## src/include/ipc_master_defines.svh

```systemverilog
`ifndef IPC_MASTER_DEFINES_SVH
`define IPC_MASTER_DEFINES_SVH
// Operation
// - Clock idles low, master drives it.
// - Every byte travels most significant bit first.
// - Both readiness lines idle low.
// - Four byte header, payload in four-byte steps.
// - Frame length known before each packet.
// - Full duplex, equal byte counts both ways.
// - Each side raises readiness when ready.
// - Wait for other readiness before transfer.
// - Clock starts only once both lines active.
// - Exactly as many clocks as frame needs.
// - Master ready drops after final clock idle.
// - Rising master ready wakes an idle device.
// - Plain one-master exchange, no chip select.
// - More-data flag repeats exchange on readiness; code only keeps master ready high, repeat needs START or HOLD_READY.
// - Master ready may stay high between frames.
// - Master raises ready again if device ready; code does so only with HOLD_READY, else pulses SLAVE_WAKE.

// Half a link clock period in reference clock cycles.
`define SCLK_HALF_CYCLES 4'h2
// Lead-in cycles from both lines active to the start of shifting; the first clock edge comes later.
`define START_DELAY_CYCLES 4'h2
// Header layout: bit 31 is more-data, bits 15..0 payload byte count.
`define HDR_MORE_BIT 31
`define HDR_LEN_MSB 15
`define HEADER_BYTES 16'h0004
`define MAX_FRAME_BYTES 16'hFFFC
`endif

```

## src/include/ipc_master_pkg.sv

```systemverilog
package ipc_master_pkg;
    typedef enum logic [4:0] {
        ST_IDLE = 5'h01,
        ST_WAIT = 5'h02,
        ST_LEAD = 5'h04,
        ST_SHIFT = 5'h08,
        ST_DONE = 5'h10
    } state_type;

    typedef logic [7:0] byte_type;
endpackage : ipc_master_pkg

```

## src/include/ipc_byte_if.sv

```systemverilog
interface ipc_byte_if;
    logic tx_valid;
    logic tx_ready;
    logic [7:0] tx_data;
    logic rx_valid;
    logic [7:0] rx_data;
    modport core (output tx_valid, output tx_data, input tx_ready, input rx_valid, input rx_data);
    modport shifter (input tx_valid, input tx_data, output tx_ready, output rx_valid, output rx_data);
endinterface : ipc_byte_if

```

## src/hw/ipc_link_master.sv

```systemverilog
`include "ipc_master_defines.svh"

module ipc_link_master
    import ipc_master_pkg::*;
(
    input wire logic REF_CLK,
    input wire logic RSTN,
    input wire logic START,
    input wire logic [15:0] PAYLOAD_BYTES,
    input wire logic HOLD_READY,
    input wire logic TX_VALID,
    input wire logic [7:0] TX_DATA,
    output logic TX_READY,
    output logic RX_VALID,
    output logic [7:0] RX_DATA,
    output logic BUSY,
    output logic FRAME_DONE,
    output logic MORE_SEEN,
    output logic SLAVE_WAKE,
    output logic SPI_CLK,
    output logic MOSI,
    input wire logic MISO,
    output logic MASTER_READY_LINE,
    input wire logic SLAVE_READY_LINE
);
    state_type state_reg, state_next;
    logic [15:0] count_reg, count_next;
    logic [15:0] total_reg, total_next;
    logic [3:0] lead_reg, lead_next;
    logic mrdy_reg, mrdy_next;
    logic done_reg, done_next;
    logic more_reg, more_next;
    logic [7:0] rxd_reg, rxd_next;
    logic rxv_reg, rxv_next;
    logic [1:0] miso_sr, srdy_sr;
    logic srdy_d_reg;
    logic run;
    logic miso_s, srdy_s;
    ipc_byte_if bif ();

    // Two stage synchronisers; only the second stage is read by logic.
    always_ff @(posedge REF_CLK or negedge RSTN)
    begin
        if (!RSTN)
        begin
            miso_sr <= 2'h3;
            srdy_sr <= 2'h0;
            srdy_d_reg <= 1'b0;
        end
        else
        begin
            miso_sr <= {miso_sr[0], MISO};
            srdy_sr <= {srdy_sr[0], SLAVE_READY_LINE};
            srdy_d_reg <= srdy_sr[1];
        end
    end
    assign miso_s = miso_sr[1];
    assign srdy_s = srdy_sr[1];

    function automatic logic [15:0] round4(input logic [15:0] n);
        round4 = {n[15:2] + {13'h0, |n[1:0]}, 2'h0};
    endfunction : round4

    assign run = (state_reg == ST_SHIFT);
    assign bif.tx_valid = run && TX_VALID;
    assign bif.tx_data = TX_DATA;
    assign TX_READY = run && bif.tx_ready;

    ipc_byte_shifter u_shift (
        .clk(REF_CLK),
        .rstn(RSTN),
        .run(run),
        .miso_sync(miso_s),
        .bus(bif),
        .sclk(SPI_CLK),
        .mosi(MOSI)
    );

    always_comb
    begin
        state_next = state_reg;
        count_next = count_reg;
        total_next = total_reg;
        lead_next = lead_reg;
        mrdy_next = mrdy_reg;
        done_next = 1'b0;
        more_next = more_reg;
        rxv_next = bif.rx_valid;
        rxd_next = bif.rx_valid ? bif.rx_data : rxd_reg;
        unique case (state_reg)
            ST_IDLE:
            begin
                // Rising our ready line also wakes an idle device.
                if (START || (srdy_s && HOLD_READY))
                begin
                    // Frame length fixed before the packet: header plus padded payload.
                    total_next = `HEADER_BYTES + round4((PAYLOAD_BYTES > `MAX_FRAME_BYTES - `HEADER_BYTES) ?
                        `MAX_FRAME_BYTES - `HEADER_BYTES : PAYLOAD_BYTES);
                    count_next = 16'h0000;
                    more_next = 1'b0;
                    mrdy_next = 1'b1;
                    state_next = ST_WAIT;
                end
            end
            ST_WAIT:
            begin
                // Wait for the device's readiness interrupt before clocking.
                lead_next = 4'h0;
                if (srdy_s)
                begin
                    state_next = ST_LEAD;
                end
            end
            ST_LEAD:
            begin
                lead_next = lead_reg + 4'h1;
                if (!srdy_s)
                begin
                    state_next = ST_WAIT;
                end
                else if (lead_reg == `START_DELAY_CYCLES - 4'h1)
                begin
                    state_next = ST_SHIFT;
                end
            end
            ST_SHIFT:
            begin
                if (bif.rx_valid)
                begin
                    // Header byte 0 carries the more-data flag from the device.
                    if (count_reg == 16'h0000 && bif.rx_data[`HDR_MORE_BIT - 24])
                    begin
                        more_next = 1'b1;
                    end
                    count_next = count_reg + 16'h0001;
                    // One byte in per byte out; stop clocking exactly at frame end.
                    if (count_reg + 16'h0001 == total_reg)
                    begin
                        state_next = ST_DONE;
                    end
                end
            end
            ST_DONE:
            begin
                done_next = 1'b1;
                // Clock is already idle here; keep ready high if more packets follow.
                mrdy_next = HOLD_READY || more_reg;
                state_next = ST_IDLE;
            end
            default:
            begin
                state_next = ST_IDLE;
            end
        endcase
    end

    always_ff @(posedge REF_CLK or negedge RSTN)
    begin
        if (!RSTN)
        begin
            state_reg <= ST_IDLE;
            count_reg <= 16'h0000;
            total_reg <= 16'h0000;
            lead_reg <= 4'h0;
            mrdy_reg <= 1'b0;
            done_reg <= 1'b0;
            more_reg <= 1'b0;
            rxv_reg <= 1'b0;
            rxd_reg <= 8'h00;
        end
        else
        begin
            state_reg <= state_next;
            count_reg <= count_next;
            total_reg <= total_next;
            lead_reg <= lead_next;
            mrdy_reg <= mrdy_next;
            done_reg <= done_next;
            more_reg <= more_next;
            rxv_reg <= rxv_next;
            rxd_reg <= rxd_next;
        end
    end

    assign MASTER_READY_LINE = mrdy_reg;
    assign BUSY = (state_reg != ST_IDLE);
    assign FRAME_DONE = done_reg;
    assign MORE_SEEN = more_reg;
    assign RX_VALID = rxv_reg;
    assign RX_DATA = rxd_reg;
    // Device readiness while we are idle is its wake-up request.
    assign SLAVE_WAKE = srdy_s && !srdy_d_reg && (state_reg == ST_IDLE);

    AST_NO_CLOCK_WITHOUT_READY: assert property (@(posedge REF_CLK) disable iff (!RSTN)
        $rose(SPI_CLK) |-> (mrdy_reg && state_reg == ST_SHIFT))
        else $error("Clock edge without both ready.");
    AST_READY_BEFORE_CLOCK: assert property (@(posedge REF_CLK) disable iff (!RSTN)
        (state_reg == ST_WAIT && srdy_s) |=> ##1 (state_reg == ST_LEAD || state_reg == ST_WAIT))
        else $error("Lead-in skipped.");
    AST_LEAD_LENGTH: assert property (@(posedge REF_CLK) disable iff (!RSTN)
        (state_reg == ST_WAIT) ##1 (state_reg == ST_LEAD) [*2] |=> (state_reg == ST_SHIFT || !srdy_sr[1]))
        else $error("Lead-in length wrong.");
    AST_FRAME_MULT4: assert property (@(posedge REF_CLK) disable iff (!RSTN)
        (state_reg == ST_SHIFT) |-> (total_reg[1:0] == 2'h0 && total_reg >= `HEADER_BYTES))
        else $error("Frame length not a multiple of four.");
    AST_EXACT_BYTES: assert property (@(posedge REF_CLK) disable iff (!RSTN)
        (state_reg == ST_DONE) |-> (count_reg == total_reg))
        else $error("Byte count differs from frame length.");
    AST_CLOCK_IDLE_AT_END: assert property (@(posedge REF_CLK) disable iff (!RSTN)
        (state_reg == ST_DONE) |-> !SPI_CLK)
        else $error("Clock not idle at frame end.");
    AST_DONE_PULSE: assert property (@(posedge REF_CLK) disable iff (!RSTN)
        (state_reg == ST_DONE) |=> (FRAME_DONE && state_reg == ST_IDLE))
        else $error("Frame done not signalled.");
    AST_READY_DURING_FRAME: assert property (@(posedge REF_CLK) disable iff (!RSTN)
        (state_reg == ST_SHIFT) |-> mrdy_reg)
        else $error("Master ready dropped mid frame.");
endmodule : ipc_link_master

```

## src/hw/ipc_byte_shifter.sv

```systemverilog
`include "ipc_master_defines.svh"

module ipc_byte_shifter
    import ipc_master_pkg::*;
(
    input wire logic clk,
    input wire logic rstn,
    input wire logic run,
    input wire logic miso_sync,
    ipc_byte_if.shifter bus,
    output logic sclk,
    output logic mosi
);
    logic [3:0] div_reg, div_next;
    logic sclk_reg, sclk_next;
    logic [7:0] tx_reg, tx_next;
    logic [7:0] rx_reg, rx_next;
    logic [2:0] bit_reg, bit_next;
    logic loaded_reg, loaded_next;
    logic rxv_reg, rxv_next;
    logic [7:0] rxd_reg, rxd_next;
    logic cap_reg, cap_next;
    logic tick;

    assign tick = (div_reg == `SCLK_HALF_CYCLES - 4'h1);
    assign bus.tx_ready = run && !loaded_reg;
    assign bus.rx_valid = rxv_reg;
    assign bus.rx_data = rxd_reg;
    assign sclk = sclk_reg;
    assign mosi = tx_reg[7];

    always_comb
    begin
        div_next = (run && loaded_reg && !tick) ? div_reg + 4'h1 : 4'h0;
        sclk_next = sclk_reg;
        tx_next = tx_reg;
        rx_next = rx_reg;
        bit_next = bit_reg;
        loaded_next = loaded_reg;
        rxv_next = 1'b0;
        rxd_next = rxd_reg;
        cap_next = 1'b0;
        if (bus.tx_valid && bus.tx_ready)
        begin
            tx_next = bus.tx_data;
            loaded_next = 1'b1;
            bit_next = 3'h0;
        end
        else if (run && loaded_reg && tick)
        begin
            sclk_next = !sclk_reg;
            if (!sclk_reg)
            begin
                // Both sides move their data on the rising edge, so it stands across the falling one.
                // The first bit is preloaded, so the first rising edge keeps it.
                if (bit_reg != 3'h0)
                begin
                    tx_next = {tx_reg[6:0], 1'b1};
                end
            end
            else
            begin
                bit_next = bit_reg + 3'h1;
                cap_next = 1'b1;
            end
        end
        else if (cap_reg)
        begin
            // The synchroniser lags two cycles, so the bit moved out on the rising edge is taken just after
            // our falling edge; this needs a half period of at least two cycles.
            rx_next = {rx_reg[6:0], miso_sync};
            if (bit_reg == 3'h0)
            begin
                loaded_next = 1'b0;
                rxv_next = 1'b1;
                rxd_next = {rx_reg[6:0], miso_sync};
            end
        end
        if (!run)
        begin
            sclk_next = 1'b0;
            loaded_next = 1'b0;
            cap_next = 1'b0;
            tx_next = 8'hFF;
        end
    end

    always_ff @(posedge clk or negedge rstn)
    begin
        if (!rstn)
        begin
            div_reg <= 4'h0;
            sclk_reg <= 1'b0;
            tx_reg <= 8'hFF;
            rx_reg <= 8'h00;
            bit_reg <= 3'h0;
            loaded_reg <= 1'b0;
            rxv_reg <= 1'b0;
            rxd_reg <= 8'h00;
            cap_reg <= 1'b0;
        end
        else
        begin
            div_reg <= div_next;
            sclk_reg <= sclk_next;
            tx_reg <= tx_next;
            rx_reg <= rx_next;
            bit_reg <= bit_next;
            loaded_reg <= loaded_next;
            rxv_reg <= rxv_next;
            rxd_reg <= rxd_next;
            cap_reg <= cap_next;
        end
    end

    AST_SCLK_IDLE_LOW: assert property (@(posedge clk) disable iff (!rstn) !run |=> !sclk_reg)
        else $error("Link clock not low while idle.");
    AST_MOSI_IDLE_HIGH: assert property (@(posedge clk) disable iff (!rstn) !run |=> tx_reg[7])
        else $error("Master data not high while idle.");
endmodule : ipc_byte_shifter

```

## config.mk

```make
export PLATFORM = sky130hd
export DESIGN_NAME = ipc_link_master
export DESIGN_NICKNAME = d
export VERILOG_FILES = /design/src/include/ipc_master_pkg.sv /design/src/include/ipc_byte_if.sv /design/src/hw/ipc_link_master.sv /design/src/hw/ipc_byte_shifter.sv
export VERILOG_INCLUDE_DIRS = /design/src /design/src/include
export SDC_FILE = /design/constraint.sdc
export NUM_CORES = 1
export LEC_CHECK = 0
export BUFFER_PORTS_ARGS = -buffer_cell sky130_fd_sc_hd__buf_2
export CAP_MARGIN = 20
export CORE_MARGIN = 2
export CORE_UTILIZATION = 45
export CTS_CLUSTER_DIAMETER = 30
export DETAILED_ROUTE_END_ITERATION = 12
export GPL_ROUTABILITY_DRIVEN = 0
export PLACE_DENSITY = 0.7
export SYNTH_ARGS = -nofsm -noshare
export SYNTH_HDL_FRONTEND = slang
export SYNTH_SLANG_ARGS = --single-unit
```

## constraint.sdc

```tcl
create_clock -name REF_CLK -period 2.5 [get_ports REF_CLK]
set_input_delay 0.5 -clock REF_CLK [delete_from_list [all_inputs] [get_ports REF_CLK]]
set_output_delay 0.5 -clock REF_CLK [all_outputs]
set_load 0.005 [all_outputs]
```

==> flow_summary.json <==
{
  "status": "complete, no violations",
  "seqPwrFrac": 0.483,
  "drc": 0,
  "clk_latency_ns": 0.37,
  "clk_pin_slew_ns": 0.09,
  "drt_iter0_markers": 250,
  "first_pass_iters": 6,
  "slew_violations": 0,
  "setup.worst_path.end_class": "register",
  "routed_wl_um": 10900,
  "cap_viol_max_count": 0,
  "finalWorstSetupSlack_ns": 0.108,
  "utilization": 0.544,
  "synth_compound_area_frac": 0.143,
  "syn-cell-area_um2": 5030,
  "grt_antenna_before_repair": 0,
  "numCtsBuffers": 9,
  "synth_fp_nets": 555,
  "multiInputGateArea_um2": 2630,
  "antennaDiodeCount": 0,
  "critPathRequiredTime_ns": 2.75,
  "rows": 38,
  "grt_max_degree": 50,
  "fill_cells": 926,
  "port_buffers": 47,
  "combinationalPowerShare": 0.259,
  "syn_area_per_cell_um2": 9.82,
  "crit_type": "reg -> reg",
  "power_density_nw_per_um2": 631,
  "finalCritPeriodShare": 0.957,
  "synth_top_cells_by_area": "dfrtp_1 (39%), dfstp_2 (5.8%), mux2_2 (5.2%), nand2_1 (4.3%), o21ai_0 (4.2%)",
  "pwr-share-clk": 0.258,
  "initial_utilization": 0.462,
  "final_common_cell": "dfrtp_1",
  "synth_mux_area_frac": 0.0575,
  "hold_class": "in -> async",
  "p_sw_frac": 0.341,
  "final_cell_mix": "dfrtp_1 (79), nand2_1 (57), buf_2 (46), buf_4 (46), o21ai_0 (41)",
  "cts-root-buf": "clkbuf_8",
  "worstPathArrival_ns": 2.64,
  "clock-sinks": 90,
  "place_ws_ns": -0.309,
  "regArea_um2": 2270,
  "worstMarginPinSlew_ns": 0.546,
  "switchingPower_mw": 1.27,
  "fin_crit_ns": 2.39,
  "synth_cell_types": 71,
  "rsz0062_at_grt": "no",
  "startpoint_type": "register",
  "ant_nets": 0,
  "die_area_um2": 12000,
  "grt-ovfl-total": 0,
  "path_max_fanout": 11,
  "yosysTopAreaCellShare": 0.393,
  "via_per_inst": 5.58,
  "synth_area_leader_cell": "dfrtp_1",
  "fmax_mhz": 418,
  "final_layout_size_suffix_gt1_frac": 0.295,
  "fp.dieH_um": 110,
  "ir_worst_vdd_uv": 347,
  "core_um2": 10900,
  "clock_skew_ns": 0.0153,
  "synthAdderAreaFrac": 0.0299,
  "reg2reg_from": "count_reg[2]",
  "ys.flop_type": "dfrtp_1",
  "yosysSeqAreaShare": 0.451,
  "detailed_place_hpwl_um": 7860,
  "cts.htree.levels": 3,
  "synth_simple_gate_area_frac": 0.215,
  "wl_per_cell_um": 14.8,
  "p_leak_nw": 2.67,
  "syn-instance-count": 512,
  "slew_headroom": 0.636,
  "cts_tree": "done",
  "synth_edf_count": 0,
  "synthXorXnorAreaFrac": 0.0627,
  "synth-seq-cells": 90,
  "die_w_um": 110,
  "rrSetupSlack_ns": 0.11,
  "p_int_mw": 2.46,
  "postCtsHoldBufs": 0,
  "crit_path_start": "count_reg[2]",
  "cts_buffer_depth": 2,
  "endpoint": "state_reg[3]",
  "r2r_cells": 6,
  "yosys_warnings": 0,
  "via_count": 4109,
  "first_global_vias": 3954,
  "nets": 634,
  "area_growth_syn_to_layout_pct": 17.8,
  "async_reset_ff_frac": 1.00,
  "grt_pass1_wl_um": 18500,
  "largest_register_ffs": 16,
  "synth_top_family_by_area": "simple AND/OR/NAND/NOR gates",
  "report.final.hold_viol_count": 0,
  "track_usage": 0.196,
  "r2r_end": "state_reg[3]",
  "setup_violations": 0,
  "ioPinCount": 48
}
-- final cells by class --
type / instances / area share
clock buffer: 10 / 0.0232
clock inverter: 6 / 0.00930
timing repair buffer: 93 / 0.101
tap: 140 / 0.0296
inverter: 14 / 0.00972
multi-input combinational: 383 / 0.445
sequential: 90 / 0.383
-- critical path, stage by stage, from the launching register on --
cell and delay, ns:
dfrtp_1 0.63, and4_1 0.33, and3_2 0.20, o221ai_2 0.09, or4_4 0.50, a2111oi_4 0.42
o21ai_1 0.10
-- how the worst min path moves through the flow --
stage,to,slack (ns),depth (start not counted)
after global placement,srdy_sr[1],0.34,0
after floorplan,FRAME_DONE,0.20,0
after detailed placement,srdy_sr[1],0.35,0
after global routing,RX_DATA[3],0.14,1
final,RX_DATA[3],0.10,1
after CTS,RX_DATA[3],0.12,1
-- cell families after synthesis --
family          count (synthesis)
compound gates                109
xor+xnor                       36
fa+ha+maj                      12
buf+inv                        39
flops                          90
mux                            26
simple gates                  200
-- Yosys cell counts, types with 2 or more instances --
cell,count
o31ai_1,14
buf_2,3
and3b_1,2
or3_1,3
a22o_1,2
a21oi_1,13
nor2_1,38
and4_1,3
nand4_1,9
and2_0,2
o21ai_1,5
mux2i_1,3
and2_1,5
dfrtp_1,79
nand2_1,57
nand3b_1,4
a211oi_1,2
dfstp_2,11
nor3_1,20
and3_1,3
and3_2,3
inv_1,14
or2_2,3
o41ai_1,2
nand3_1,16
xnor2_1,24
nor2b_1,5
mux2_2,23
clkbuf_8,3
buf_6,4
a31oi_1,5
nor4_1,7
nor4b_1,4
xor2_1,12
nor3b_1,3
nand4b_1,2
o21a_1,5
ha_1,12
clkbuf_1,14
o21ai_0,42
-- metrics by stage --
stage | setup TNS, ns | power (mW) | cells | hold WS (ns) | area (um2)
after detailed placement | -2.24 | 2.77 | 718 | 0.347 | 5670
final | 0 | 3.74 | 736 | 0.101 | 5920
after CTS | 0 | 3.75 | 734 | 0.115 | 5870
after floorplan | -1.35 | 2.47 | 512 | 0.204 | 5110
after global placement | -1.57 | 2.72 | 718 | 0.335 | 5670
after global routing | 0 | 3.98 | 736 | 0.138 | 5920
-- power by group through the flow --
stage | clock (mW) | sequential [mW] | combinational [mW]
2_1_floorplan | 0 | 1.79 | 0.685
3_3_place_gp | 0 | 1.82 | 0.905
3_5_place_dp | 0 | 1.83 | 0.943
4_1_cts | 0.994 | 1.80 | 0.955
5_1_grt | 1.05 | 1.83 | 1.10
6_report | 0.964 | 1.80 | 0.968
-- layer usage --
layer	vias up	track usage	share of wire	routed length [um]
met5	-	0	0	0
met4	0	0.0714	0.016	172
met3	16	0.0338	0.032	355
met2	102	0.324	0.49	5360
met1	1987	0.259	0.46	5040
li1	2004	-	-	-
-- what timing repair did --
| item | in CTS | in global routing |
|---|---|---|
| setup buffers | 0 | 1 |
| gates resized for setup | 1 | 7 |
| endpoints found under the setup margin | 1 | 5 |
| pin swaps | 0 | 3 |
(Power assumes the default switching activity.)
